[src/hdl/sec_lock_pkg.sv]
// Constants, types and register map of the drive security lock state machine
// Functional notes
// [RULE1] Six security opcodes F1..F6: set, unlock, erase prepare, erase unit, freeze, disable.
// [RULE2] With a user password set, reset yields locked mode; media commands are refused.
// [RULE3] Good unlock or erase unit in locked mode moves to unlocked, media re-enabled.
// [RULE4] No user password at reset means unlocked mode with every command enabled.
// [RULE5] Frozen mode accepts all but lock-changing and password-changing commands.
// [RULE6] Freeze command enters frozen mode; no command can leave it.
// [RULE7] High level with lock enabled: correct master password unlocks too.
// [RULE8] Maximum level: only erase unit with master password recovers; it erases data.
// [RULE9] Setting master password never enables lock, yet master can unlock.
// [RULE10] Identify word 92 shows revision code of last master change, 0001h..FFFEh.
// [RULE11] Revision code defaults to FFFEh until a master password is set.
// [RULE12] Setting user password enables lock; locked from next power-on or hard reset. Here power-on clears the password and gives unlocked.
// [RULE13] One mismatch counter counts every failed comparison, master or user.
// [RULE14] At count 5 set exhausted flag (word 128 bit 4); abort unlock and erase unit.
// [RULE15] Power-on or hard reset clears counter and exhausted flag.
// [RULE16] Locked aborts media, set, disable, freeze; frozen aborts set, unlock, disable, erases.
// [RULE17] Mismatch counter saturates at its limit, never wraps.
package sec_lock_pkg;

  // Security opcodes
  localparam logic [7:0] OP_SET_PW = 8'hF1;
  localparam logic [7:0] OP_UNLOCK = 8'hF2;
  localparam logic [7:0] OP_ERASE_PREP = 8'hF3;
  localparam logic [7:0] OP_ERASE_UNIT = 8'hF4;
  localparam logic [7:0] OP_FREEZE = 8'hF5;
  localparam logic [7:0] OP_DISABLE_PW = 8'hF6;

  // Register byte offsets
  localparam logic [7:0] CMD_OFS = 8'h00;
  localparam logic [7:0] PASSWORD_OFS = 8'h04;
  localparam logic [7:0] STATUS_OFS = 8'h08;
  localparam logic [7:0] IDENT_OFS = 8'h0C;
  localparam logic [7:0] IRQ_STATUS_OFS = 8'h10;
  localparam logic [7:0] IRQ_MASK_OFS = 8'h14;

  // Reset values and limits
  localparam logic [15:0] REV_DEFAULT = 16'hFFFE;
  localparam logic [15:0] REV_MIN = 16'h0001;
  localparam logic [15:0] REV_MAX = 16'hFFFE;
  localparam logic [31:0] MASTER_PW_DEFAULT = 32'h0000_0000;
  localparam logic [2:0] MISMATCH_LIMIT = 3'h5;
  localparam int EXHAUST_BIT = 4;

  // Interrupt bit positions
  localparam int IRQ_DONE = 0;
  localparam int IRQ_ABORT = 1;
  localparam int IRQ_EXHAUST = 2;
  localparam int IRQ_W = 3;

  // Security modes, one-hot
  typedef enum logic [2:0] {
    MODE_LOCKED = 3'b001,
    MODE_UNLOCKED = 3'b010,
    MODE_FROZEN = 3'b100
  } lock_mode_t;

  // Command word written to the command register
  typedef struct packed {
    logic [15:0] rev_code;  // Master revision code for set password
    logic [4:0] rsvd;
    logic level_max;        // Security level for a user set password
    logic sel_master;       // Password identifier: 1 master, 0 user
    logic media;            // Ordinary command that touches the media
    logic [7:0] opcode;
  } cmd_word_t;

  // Outcome of the last command
  typedef struct packed {
    logic aborted;
    logic done;
  } cmd_result_t;

endpackage

[src/hdl/drive_security_lock_fsm.sv]
// Security lock state machine with an Avalon-MM register slave
//
// Decided for this implementation: the register offsets and register access over Avalon-MM.
`timescale 1ns/10ps
module drive_security_lock_fsm (
  input wire logic ref_clk_in,                  // 125 MHz clock
  input wire logic rst_b_in,                    // Power-on reset, sync, active low
  input wire logic hard_reset_b_in,             // Hard reset pin, async, active low
  input wire logic [7:0] avs_address_in,        // Byte address
  input wire logic avs_read_in,                 // Read request
  input wire logic avs_write_in,                // Write request
  input wire logic [3:0] avs_byteenable_in,     // Write byte lanes
  input wire logic [31:0] avs_writedata_in,     // Write data
  output logic [31:0] avs_readdata_out,         // Read data
  output logic avs_waitrequest_out,             // Stall until answer
  output logic irq_out,                         // Level interrupt
  output logic media_enable_out,                // Media commands allowed
  output logic erase_out,                       // One-cycle user data erase pulse
  output sec_lock_pkg::lock_mode_t mode_out     // Current security mode
);
  import sec_lock_pkg::*;

  lock_mode_t mode;
  cmd_word_t cmd;
  cmd_result_t result;
  logic [31:0] pw_buf;
  logic [31:0] user_pw;
  logic [31:0] master_pw;
  logic lock_en;
  logic level_max;
  logic [15:0] master_rev;
  logic [2:0] miss_cnt;
  logic exhausted;
  logic prepared;
  logic [IRQ_W-1:0] irq_status;
  logic [IRQ_W-1:0] irq_mask;
  logic hard_meta;
  logic hard_sync;
  logic hard_rst;
  logic access;
  logic wr_go;
  logic exec;
  logic blocked;
  logic checked;
  logic pw_ok;
  logic miss;
  logic abort;
  logic [31:0] next_rdata;
  logic [15:0] word128;
  logic [IRQ_W-1:0] events;

  // Byte-lane merge for partial writes
  function automatic logic [31:0] merge_be(input logic [31:0] old_v, input logic [31:0] new_v,
                                           input logic [3:0] be);
    logic [31:0] res;
    res = old_v;
    for (int i = 0; i < 4; i++)
    begin
      if (be[i])
      begin
        res[8*i +: 8] = new_v[8*i +: 8];
      end
    end
    return res;
  endfunction

  // Hard reset pin synchroniser; only the second stage is used downstream
  always_ff @(posedge ref_clk_in)
  begin
    if (!rst_b_in)
    begin
      hard_meta <= 1'b1;
      hard_sync <= 1'b1;
    end
    else
    begin
      hard_meta <= hard_reset_b_in;
      hard_sync <= hard_meta;
    end
  end
  assign hard_rst = !hard_sync;

  // Bus handshake: one wait cycle per access, completion when waitrequest is low
  assign access = avs_read_in || avs_write_in;
  assign wr_go = avs_write_in && !avs_waitrequest_out;
  assign exec = wr_go && (avs_address_in == CMD_OFS) && avs_byteenable_in[0];

  always_ff @(posedge ref_clk_in)
  begin
    if (!rst_b_in)
    begin
      avs_waitrequest_out <= 1'b1;
    end
    else
    begin
      avs_waitrequest_out <= !(access && avs_waitrequest_out);
    end
  end

  // Command word decoded straight off the bus; only meaningful while exec is high
  assign cmd = cmd_word_t'(avs_writedata_in);

  // Command gating and password check
  always_comb
  begin
    blocked = 1'b0;
    pw_ok = 1'b0;
    case (mode)
      MODE_LOCKED:
      begin
        blocked = cmd.media || (cmd.opcode == OP_SET_PW) ||        // [RULE2] [RULE16]
                  (cmd.opcode == OP_DISABLE_PW) || (cmd.opcode == OP_FREEZE);
      end
      MODE_FROZEN:
      begin
        blocked = (cmd.opcode == OP_SET_PW) || (cmd.opcode == OP_UNLOCK) ||  // [RULE5] [RULE16]
                  (cmd.opcode == OP_ERASE_PREP) || (cmd.opcode == OP_ERASE_UNIT) ||
                  (cmd.opcode == OP_DISABLE_PW);
      end
      default:
      begin
        blocked = 1'b0;
      end
    endcase
    // Exhausted attempts shut out both password-unlocking paths
    if (exhausted && ((cmd.opcode == OP_UNLOCK) || (cmd.opcode == OP_ERASE_UNIT)))  // [RULE14]
    begin
      blocked = 1'b1;
    end
    // Erase unit must directly follow erase prepare
    if ((cmd.opcode == OP_ERASE_UNIT) && !prepared)
    begin
      blocked = 1'b1;
    end
    if (cmd.sel_master)
    begin
      // Master unlock is honoured only at high level; erase unit takes it at any level
      pw_ok = (pw_buf == master_pw) &&
              ((cmd.opcode != OP_UNLOCK) || !level_max);  // [RULE7] [RULE8] [RULE9]
    end
    else
    begin
      pw_ok = (pw_buf == user_pw);
    end
  end

  assign checked = exec && !blocked && ((cmd.opcode == OP_UNLOCK) ||
                   (cmd.opcode == OP_ERASE_UNIT) || (cmd.opcode == OP_DISABLE_PW));
  assign miss = checked && !pw_ok;  // [RULE13]
  assign abort = blocked || (checked && !pw_ok);

  // Security mode
  always_ff @(posedge ref_clk_in)
  begin
    if (!rst_b_in)
    begin
      mode <= MODE_UNLOCKED;  // [RULE4]
    end
    else if (hard_rst)
    begin
      // Lock takes effect only from a reset, never at the set command itself
      mode <= lock_en ? MODE_LOCKED : MODE_UNLOCKED;  // [RULE2] [RULE4] [RULE12]
    end
    else if (exec && !abort)
    begin
      case (cmd.opcode)
        OP_UNLOCK, OP_ERASE_UNIT:
        begin
          if (mode == MODE_LOCKED)
          begin
            mode <= MODE_UNLOCKED;  // [RULE3] [RULE8]
          end
        end
        OP_FREEZE:
        begin
          mode <= MODE_FROZEN;  // [RULE6]
        end
        default:
        begin
          mode <= mode;
        end
      endcase
    end
  end

  // Password store; survives hard reset, reset at power-on; erase unit and disable clear the user password
  always_ff @(posedge ref_clk_in)
  begin
    if (!rst_b_in)
    begin
      user_pw <= 32'h0000_0000;
      master_pw <= MASTER_PW_DEFAULT;
      lock_en <= 1'b0;
      level_max <= 1'b0;
      master_rev <= REV_DEFAULT;  // [RULE11]
    end
    else if (exec && !abort)
    begin
      case (cmd.opcode)
        OP_SET_PW:
        begin
          if (cmd.sel_master)
          begin
            // Master change leaves the lock function untouched
            master_pw <= pw_buf;  // [RULE9]
            if ((cmd.rev_code >= REV_MIN) && (cmd.rev_code <= REV_MAX))
            begin
              master_rev <= cmd.rev_code;  // [RULE10]
            end
          end
          else
          begin
            user_pw <= pw_buf;
            lock_en <= 1'b1;  // [RULE12]
            level_max <= cmd.level_max;
          end
        end
        OP_ERASE_UNIT, OP_DISABLE_PW:
        begin
          user_pw <= 32'h0000_0000;
          lock_en <= 1'b0;
        end
        default:
        begin
          lock_en <= lock_en;
        end
      endcase
    end
  end

  // Mismatch counter and exhausted flag
  always_ff @(posedge ref_clk_in)
  begin
    if (!rst_b_in || hard_rst)
    begin
      miss_cnt <= 3'h0;  // [RULE15]
      exhausted <= 1'b0;
    end
    else if (miss && (miss_cnt != MISMATCH_LIMIT))
    begin
      // Saturating so the exhausted state cannot age out by wrapping
      miss_cnt <= miss_cnt + 3'h1;  // [RULE13] [RULE17]
      exhausted <= (miss_cnt == MISMATCH_LIMIT - 3'h1);  // [RULE14]
    end
  end

  // Erase prepare arms only the very next command
  always_ff @(posedge ref_clk_in)
  begin
    if (!rst_b_in || hard_rst)
    begin
      prepared <= 1'b0;
    end
    else if (exec)
    begin
      prepared <= !abort && (cmd.opcode == OP_ERASE_PREP);
    end
  end

  // Result of last command and erase strobe
  always_ff @(posedge ref_clk_in)
  begin
    if (!rst_b_in)
    begin
      result <= '0;
      erase_out <= 1'b0;
    end
    else
    begin
      erase_out <= exec && !abort && (cmd.opcode == OP_ERASE_UNIT);  // [RULE8]
      if (exec)
      begin
        result.done <= !abort;  // [RULE1]
        result.aborted <= abort;
      end
    end
  end

  // Password buffer, write-only from the bus
  always_ff @(posedge ref_clk_in)
  begin
    if (!rst_b_in)
    begin
      pw_buf <= 32'h0000_0000;
    end
    else if (wr_go && (avs_address_in == PASSWORD_OFS))
    begin
      pw_buf <= merge_be(pw_buf, avs_writedata_in, avs_byteenable_in);
    end
  end

  // Interrupt status and mask; a new event beats a same-cycle clear
  assign events = {exec && miss && (miss_cnt == MISMATCH_LIMIT - 3'h1), exec && abort,
                   exec && !abort};
  always_ff @(posedge ref_clk_in)
  begin
    if (!rst_b_in)
    begin
      irq_status <= '0;
      irq_mask <= '0;
      irq_out <= 1'b0;
    end
    else
    begin
      if (wr_go && (avs_address_in == IRQ_STATUS_OFS) && avs_byteenable_in[0])
      begin
        irq_status <= (irq_status & ~avs_writedata_in[IRQ_W-1:0]) | events;
      end
      else
      begin
        irq_status <= irq_status | events;
      end
      if (wr_go && (avs_address_in == IRQ_MASK_OFS) && avs_byteenable_in[0])
      begin
        irq_mask <= avs_writedata_in[IRQ_W-1:0];
      end
      irq_out <= |(irq_status & irq_mask);
    end
  end

  // Identify word 128 image
  always_comb
  begin
    word128 = 16'h0000;
    word128[0] = 1'b1;
    word128[1] = lock_en;
    word128[2] = (mode == MODE_LOCKED);
    word128[3] = (mode == MODE_FROZEN);
    word128[EXHAUST_BIT] = exhausted;  // [RULE14]
    word128[8] = level_max;
  end

  // Read mux; unmapped offsets and the password buffer read as zero
  always_comb
  begin
    case (avs_address_in)
      CMD_OFS: next_rdata = {30'h0, result};
      STATUS_OFS: next_rdata = {21'h0, prepared, miss_cnt, lock_en, level_max, 2'h0, mode};
      IDENT_OFS: next_rdata = {word128, master_rev};  // [RULE10]
      IRQ_STATUS_OFS: next_rdata = {29'h0, irq_status};
      IRQ_MASK_OFS: next_rdata = {29'h0, irq_mask};
      default: next_rdata = 32'h0000_0000;
    endcase
  end

  // Output registers
  always_ff @(posedge ref_clk_in)
  begin
    if (!rst_b_in)
    begin
      avs_readdata_out <= 32'h0000_0000;
      media_enable_out <= 1'b1;
      mode_out <= MODE_UNLOCKED;
    end
    else
    begin
      if (avs_read_in && avs_waitrequest_out)
      begin
        avs_readdata_out <= next_rdata;
      end
      media_enable_out <= (mode != MODE_LOCKED);  // [RULE3]
      mode_out <= mode;
    end
  end
endmodule

[config.mk]
export PLATFORM = sky130hd
export DESIGN_NAME = drive_security_lock_fsm
export DESIGN_NICKNAME = d
export VERILOG_FILES = /design/src/hdl/sec_lock_pkg.sv /design/src/hdl/drive_security_lock_fsm.sv
export SDC_FILE = /design/constraint.sdc
export NUM_CORES = 1
export LEC_CHECK = 0
export BUFFER_PORTS_ARGS = -buffer_cell sky130_fd_sc_hd__buf_2
export CORE_ASPECT_RATIO = 1.1
export CORE_MARGIN = 1
export CORE_UTILIZATION = 46
export CTS_BUF_LIST = sky130_fd_sc_hd__clkbuf_4
export CTS_CLUSTER_DIAMETER = 120
export DETAILED_ROUTE_END_ITERATION = 6
export GPL_ROUTABILITY_DRIVEN = 0
export HOLD_SLACK_MARGIN = 0.06
export PLACE_DENSITY_LB_ADDON = 0.12
export RECOVER_POWER = 50
export SETUP_SLACK_MARGIN = 0.2
export SLEW_MARGIN = 20
export SYNTH_ARGS = -nofsm -noshare
export SYNTH_HDL_FRONTEND = slang
export SYNTH_SLANG_ARGS = --single-unit
[constraint.sdc]
create_clock -name ref_clk_in -period 4.7 [get_ports ref_clk_in]
set_input_delay 0.705 -clock ref_clk_in [delete_from_list [all_inputs] [get_ports ref_clk_in]]
set_output_delay 0.705 -clock ref_clk_in [all_outputs]
set_load 0.05 [all_outputs]
== After elaboration in Yosys (flattened, before gate mapping) ==
Cells that the tools add are included.

* Bits in registers: 171
* Input bits: 49
* Output and inout port bits: 39
* Logic and storage cells: 132

* Add/subtract/negate cells: 1
* Magnitude comparators: 2
* Eq/ne operators: 23
* Muxes and demuxes: 15
* Bitwise logic cells: 6
* Reductions and logical operators: 60

{| class="wikitable"
|+ Operators with widths
! cell !! number
|-
| one-hot mux 25 bit (5 select lines) || 1
|-
| equality test 32 bit || 2
|-
| one-hot mux 32 bit (2 select lines) || 1
|-
| equality test 8 bit, second input constant || 6
|-
| 2-to-1 mux 32 bit || 1
|-
| logical AND 1 bit || 24
|-
| equality test 8 x 4 -> 1 bit, second input constant || 2
|-
| equality test 8 x 5 -> 1 bit, second input constant || 2
|-
| >= comparator 16 x 1 -> 1 bit, second input constant || 1
|-
| less-or-equal comparator 16 bit, second input constant || 1
|-
| logical OR 1 bit || 13
|-
| 2-to-1 mux 3 bit || 4
|-
| AND reduction 3 bit || 4
|-
| logical NOT 1 bit || 9
|-
| equality test 8 x 3 -> 1 bit, second input constant || 1
|-
| logical NOT 8 bit || 1
|-
| != test 8 bit, second input constant || 1
|-
| AND reduction 2 bit || 4
|-
| bitwise AND 3 bit || 2
|-
| equality test 3 bit, second input constant || 2
|-
| != test 3 x 1 -> 1 bit, second input constant || 2
|-
| != test 3 bit, second input constant || 2
|-
| bitwise OR 3 bit || 2
|-
| one-hot mux 3 bit (2 select lines) || 1
|-
| 13 further kinds || 18
|}

== Longest topological paths before layout ==
* Depth after elaboration: 17
* Mapped depth: 9
* Mapped depth without buffers: 7

== Worst setup path after synthesis ==
OpenSTA, ideal clock, no wires.

* Path kind: input -> register
* Start: input port avs_address_in[5]
* End: register lock_en
* Setup time: 117 ps
* Arrival: 2911 ps
* Data required time: 4583 ps
* Path slack: 1673 ps
* Stages on the path: 8
* Buffers on the path: 2
* Cells stage by stage: nor4_2 -> nand2b_1 -> or3_4 -> or3_1 -> buf_2 -> o41a_4 -> buf_6 -> a22o_1

* Word-level cells in the longest chain between the ends: 10

{| class="wikitable"
|+ RTL lines
! what !! line !! text
|-
| from (decl) || drive_security_lock_fsm.sv:9 || <nowiki>input wire logic [7:0] avs_address_in,</nowiki>
|-
| logical NOT 8 bit * || drive_security_lock_fsm.sv:86 || <nowiki>assign exec = wr_go && (avs_address_in == CMD_OFS) && avs_byteenable_in[0];</nowiki>
|-
| logical AND 1 bit * (2 in a row) || drive_security_lock_fsm.sv:86 ||
|-
| logical AND 1 bit (2 in a row) || drive_security_lock_fsm.sv:147 || <nowiki>assign checked = exec && !blocked && ((cmd.opcode == OP_UNLOCK) ||</nowiki>
|-
| logical AND 1 bit || drive_security_lock_fsm.sv:150 || <nowiki>assign abort = blocked || (checked && !pw_ok);</nowiki>
|-
| logical OR 1 bit || drive_security_lock_fsm.sv:150 ||
|-
| logical NOT 1 bit || drive_security_lock_fsm.sv:197 || <nowiki>else if (exec && !abort)</nowiki>
|-
| logical AND 1 bit * || drive_security_lock_fsm.sv:197 ||
|-
| AND reduction 3 bit (no line) * || -- ||
|-
| to (signal assigned) || drive_security_lock_fsm.sv:225 || <nowiki>lock_en <= lock_en;</nowiki>
|-
| to (decl) || drive_security_lock_fsm.sv:29 || <nowiki>logic lock_en;</nowiki>
|}

Mark *: on every way between the ends. The rest lies on a longest branch, timed or not.
A chain may end at the register's enable or synchronous reset.

==> report_table.html <==
<table>
<tr><th>Metric</th><th>Value</th></tr>
<tr><th colspan="2">Global routing</th></tr>
<tr><td>Met2 usage in global routing</td><td>37.6%</td></tr>
<tr><td>Global-route wire length before repair</td><td>28.2 mm</td></tr>
<tr><td>Global route overflow</td><td>0</td></tr>
<tr><td>Number of global-route vias before repair</td><td>5375</td></tr>
<tr><td>GR met3 Demand/Resource</td><td>5.47%</td></tr>
<tr><td>Global-route usage over all layers</td><td>22.7%</td></tr>
<tr><td>Grt peak-use layer</td><td>met2</td></tr>
<tr><td>Maximum number of pins on one net before global-route repair</td><td>69</td></tr>
<tr><td>Initial antenna violation count</td><td>1</td></tr>
<tr><td>Met1 demand-to-capacity share in global routing</td><td>28.4%</td></tr>
<tr><th colspan="2">Clocking</th></tr>
<tr><td>Buffer levels on the longest clock path</td><td>2</td></tr>
<tr><td>Sinks on Clock Net</td><td>161</td></tr>
<tr><td>Post-CTS setup buffer count</td><td>0</td></tr>
<tr><td>CTS hold repair buffers</td><td>0</td></tr>
<tr><td>TritonCTS buffer count</td><td>17</td></tr>
<tr><td>Clk pin slew, worst setup/hold paths</td><td>150 ps</td></tr>
<tr><td>Insertion delay of the later-clocked pin in the worst-skew pair</td><td>570 ps</td></tr>
<tr><td>TritonCTS clock tree</td><td>yes</td></tr>
<tr><td>CTS Root Buffer Type</td><td>sky130_fd_sc_hd__clkbuf_4</td></tr>
<tr><td>Post-CTS Resized</td><td>0</td></tr>
<tr><td>Total number of H-tree levels</td><td>4</td></tr>
<tr><th colspan="2">Placed design</th></tr>
<tr><td>Placed instance area</td><td>7560 µm²</td></tr>
<tr><td>Dpl ws</td><td>1390 ps</td></tr>
<tr><td>Dpl hpwl</td><td>12.3 mm</td></tr>
<tr><td>Count of input and output buffers</td><td>77</td></tr>
<tr><td>Placed cells</td><td>982</td></tr>
<tr><th colspan="2">STA</th></tr>
<tr><td>Post-route setup TNS</td><td>0 ps</td></tr>
<tr><td>Worst Setup Slack, final</td><td>1250 ps</td></tr>
<tr><td>Worst hold margin</td><td>300 ps</td></tr>
<tr><td>Slew at the pin with the worst max-slew slack</td><td>2600 ps</td></tr>
<tr><td>Final setup violation count</td><td>0</td></tr>
<tr><td>Shortest clock period the worst path allows after layout</td><td>3450 ps</td></tr>
<tr><td>Setup repair after global routing missed its margin</td><td>false</td></tr>
<tr><td>Worst relative slew slack</td><td>-73.0%</td></tr>
<tr><td>Period utilization</td><td>73.4%</td></tr>
<tr><td>Count of pins over their slew limit</td><td>69</td></tr>
<tr><td>Hold Vio Cnt, Final</td><td>0</td></tr>
<tr><td>Post-route clock skew</td><td>14.0 ps</td></tr>
<tr><td>Maximum operating frequency</td><td>290 MHz</td></tr>
<tr><th colspan="2">Routing</th></tr>
<tr><td>Count of nets left with antenna violations after detail routing</td><td>0</td></tr>
<tr><td>Remaining routing DRC violations</td><td>0</td></tr>
<tr><td>Via-to-Cell Ratio</td><td>5.44</td></tr>
<tr><td>Detailed router's first-iteration violation count</td><td>316</td></tr>
<tr><td>TritonRoute pass-1 iters</td><td>5</td></tr>
<tr><td>Vias</td><td>5526</td></tr>
<tr><td>Wire length per cell</td><td>17.1 µm</td></tr>
<tr><td>Detailed Route WL</td><td>17.4 mm</td></tr>
<tr><th colspan="2">Logic synthesis</th></tr>
<tr><td>Number of flops mapped to enable cells by yosys</td><td>0</td></tr>
<tr><td>FFs w/ async S/R, synth</td><td>0%</td></tr>
<tr><td>Most used DFF post-synth</td><td>sky130_fd_sc_hd__dfxtp_1</td></tr>
<tr><td>Ys Warns</td><td>0</td></tr>
<tr><td>Count of distinct cell types in the synthesized netlist</td><td>55</td></tr>
<tr><td>Avg Inst Size Synth</td><td>9.51 µm²</td></tr>
<tr><td>Area share of the largest cell type after synthesis</td><td>45.3%</td></tr>
<tr><td>Mapped Cells</td><td>748</td></tr>
<tr><td>Flip-flop and latch count after synthesis</td><td>161</td></tr>
<tr><td>Combined area of all synthesized cells</td><td>7120 µm²</td></tr>
<tr><td>Sequential fraction of the synthesis area</td><td>45.3%</td></tr>
<tr><td>Dominant cells by area after synthesis</td><td>sky130_fd_sc_hd__dfxtp_1 45%, sky130_fd_sc_hd__mux2i_1 7.9%, sky130_fd_sc_hd__a21boi_0 5.0%</td></tr>
<tr><td>Leading area contributor after synthesis</td><td>sky130_fd_sc_hd__dfxtp_1</td></tr>
<tr><th colspan="2">Status</th></tr>
<tr><td>Failing checks</td><td>max-capacitance violations, max-slew violations</td></tr>
<tr><td>Run status</td><td>complete, but fails checks</td></tr>
<tr><th colspan="2">Layout</th></tr>
<tr><td>Share of post-route cells with drive strength above 1</td><td>11.7%</td></tr>
<tr><td>Post-route design area</td><td>7850 µm²</td></tr>
<tr><td>Top library cells by usage in the layout, fill and taps aside</td><td>161 x sky130_fd_sc_hd__dfxtp_1, 86 x sky130_fd_sc_hd__nand2_1, 56 x sky130_fd_sc_hd__mux2i_1, 51 x sky130_fd_sc_hd__nand3_1, 48 x sky130_fd_sc_hd__buf_2</td></tr>
<tr><td>Multi-input gate area</td><td>3630 µm²</td></tr>
<tr><td>Final core area utilization</td><td>52.1%</td></tr>
<tr><td>Area taken by flip-flops and latches</td><td>3220 µm²</td></tr>
<tr><td>Area growth from synthesis to layout</td><td>10.3%</td></tr>
<tr><td>Final #Nets</td><td>857</td></tr>
<tr><td>Number of cells in the finished layout apart from fillers</td><td>1015</td></tr>
<tr><td>Fill cells</td><td>1469</td></tr>
<tr><td>Commonest non-fill, non-tap cell in the layout</td><td>sky130_fd_sc_hd__dfxtp_1</td></tr>
<tr><th colspan="2">Floorplan</th></tr>
<tr><td>Placeable core region</td><td>15100 µm²</td></tr>
<tr><td>Area of the die</td><td>16000 µm²</td></tr>
<tr><td>Die Y</td><td>132 µm</td></tr>
<tr><td>I/O pin total</td><td>88</td></tr>
<tr><td>Die Width</td><td>121 µm</td></tr>
<tr><td>Number of core rows</td><td>47</td></tr>
<tr><td>Effective utilization at floorplan</td><td>47.3%</td></tr>
<tr><th colspan="2">Critical path</th></tr>
<tr><td>Worst reg2reg path depth</td><td>7</td></tr>
<tr><td>CP Class</td><td>in -&gt; reg</td></tr>
<tr><td>Arrival time worst endpoint</td><td>3960 ps</td></tr>
<tr><td>CP required</td><td>5220 ps</td></tr>
<tr><td>Setup slack of the most critical reg-to-reg path</td><td>1920 ps</td></tr>
<tr><td>Worst Path Max Fanout</td><td>68</td></tr>
<tr><td>Reg2reg end</td><td>user_pw[24]</td></tr>
<tr><td>Crit end category</td><td>flip-flop</td></tr>
<tr><td>Critical path launch point</td><td>rst_b_in</td></tr>
<tr><td>Launching point of the worst reg2reg path</td><td>pw_buf[26]</td></tr>
<tr><td>CP startpoint kind</td><td>input pin</td></tr>
<tr><th colspan="2">Power</th></tr>
<tr><td>Leakage</td><td>2.99 nW</td></tr>
<tr><td>P per Cell Area</td><td>314 nW/µm²</td></tr>
<tr><td>Overall power consumption</td><td>2.46 mW</td></tr>
<tr><td>VDD IR max</td><td>0.190 mV</td></tr>
<tr><th colspan="2">Worst hold path</th></tr>
<tr><td>Path category of the worst min-delay check</td><td>in -&gt; reg</td></tr>
<tr><td>End point of the worst hold path</td><td>hard_meta</td></tr>
<tr><td>Cell count of the worst hold path</td><td>2</td></tr>
<tr><td>Hold Startpoint</td><td>hard_reset_b_in</td></tr>
<tr><th colspan="2">Run</th></tr>
<tr><td>Number of max-cap violations</td><td>1</td></tr>
</table>
## synth_stat cells (2+ instances only)
cell                       instances
sky130_fd_sc_hd__nor3b_1           6
sky130_fd_sc_hd__a211oi_1          2
sky130_fd_sc_hd__mux2i_1          56
sky130_fd_sc_hd__o21ai_0           7
sky130_fd_sc_hd__a22o_1           34
sky130_fd_sc_hd__and3_1            5
sky130_fd_sc_hd__nor4_1           16
sky130_fd_sc_hd__ha_1              3
sky130_fd_sc_hd__o221ai_1          2
sky130_fd_sc_hd__nor2_1           19
sky130_fd_sc_hd__or3_1             3
sky130_fd_sc_hd__and2_1            6
sky130_fd_sc_hd__o211a_1           2
sky130_fd_sc_hd__nor2b_1          41
sky130_fd_sc_hd__inv_1             7
sky130_fd_sc_hd__buf_2             8
sky130_fd_sc_hd__buf_4            10
sky130_fd_sc_hd__buf_6             3
sky130_fd_sc_hd__nand2b_1          5
sky130_fd_sc_hd__nand3b_1          3
sky130_fd_sc_hd__and4_1            2
sky130_fd_sc_hd__a21oi_1           4
sky130_fd_sc_hd__nand3_1          51
sky130_fd_sc_hd__a21boi_0         47
sky130_fd_sc_hd__nand4_1          18
sky130_fd_sc_hd__clkbuf_1         33
sky130_fd_sc_hd__a221oi_1          6
sky130_fd_sc_hd__dfxtp_1         161
sky130_fd_sc_hd__nor3_1           12
sky130_fd_sc_hd__xor2_1           28
sky130_fd_sc_hd__o21a_1            3
sky130_fd_sc_hd__xnor2_1          36
sky130_fd_sc_hd__a22oi_1           2
sky130_fd_sc_hd__nand2_1          86
## state kept, by name, indices dropped and copies added (netlist names), 2 cells and up
signal            count
mode                  3
master_pw            32
user_pw              32
pw_buf               32
master_rev           16
irq_status            3
mode_out              3
irq_mask              3
avs_readdata_out     22
result                2
miss_cnt              3
## per-layer routing
metal | wire (µm) | vias up | share of wire [%]
met5 | 0 | - | 0
li1 | - | 2743 | -
met4 | 330 | 0 | 1.9
met3 | 658 | 27 | 3.8
met2 | 8560 | 123 | 49
met1 | 7840 | 2633 | 45
## report_power, final
| group | switching, mW | total [mW] | internal, mW |
|---|---|---|---|
| clock network | 0.539 | 0.926 | 0.388 |
| logic | 0.114 | 0.159 | 0.0451 |
| registers | 0.00595 | 1.38 | 1.37 |
## worst max-delay path by stage
| stage | end |
|---|---|
| floorplan | lock_en |
| global placement | user_pw[18] |
| detailed placement | user_pw[10] |
| CTS | user_pw[10] |
| global route | lock_en |
| finish | lock_en |
## logic make-up after synthesis
logic type / synth area share [%]
AO/OA/AOI/OAI: 13.4
XOR/XNOR: 7.88
adder cells (fa/ha/maj): 0.527
buffers and inverters: 4.20
flip-flops: 45.3
multiplexers: 8.03
other: 0.0527
AND/OR/NAND/NOR: 20.6
## worst max-delay path, cell delays in order
cell	delay [ps]
sky130_fd_sc_hd__clkbuf_1	1810
sky130_fd_sc_hd__clkbuf_2	1060
sky130_fd_sc_hd__and2_1	240
sky130_fd_sc_hd__a22o_1	120
## final cells by class
type	instances	area share (%)
Antenna cell	1	0.0319
Clock buffer	17	1.63
Clock inverter	15	2.52
Inverter	7	0.335
Multi-Input combinational cell	535	46.3
Sequential cell	161	41.1
Tap cell	196	3.12
Timing Repair Buffer	83	4.99
(Power assumes the default switching activity.)
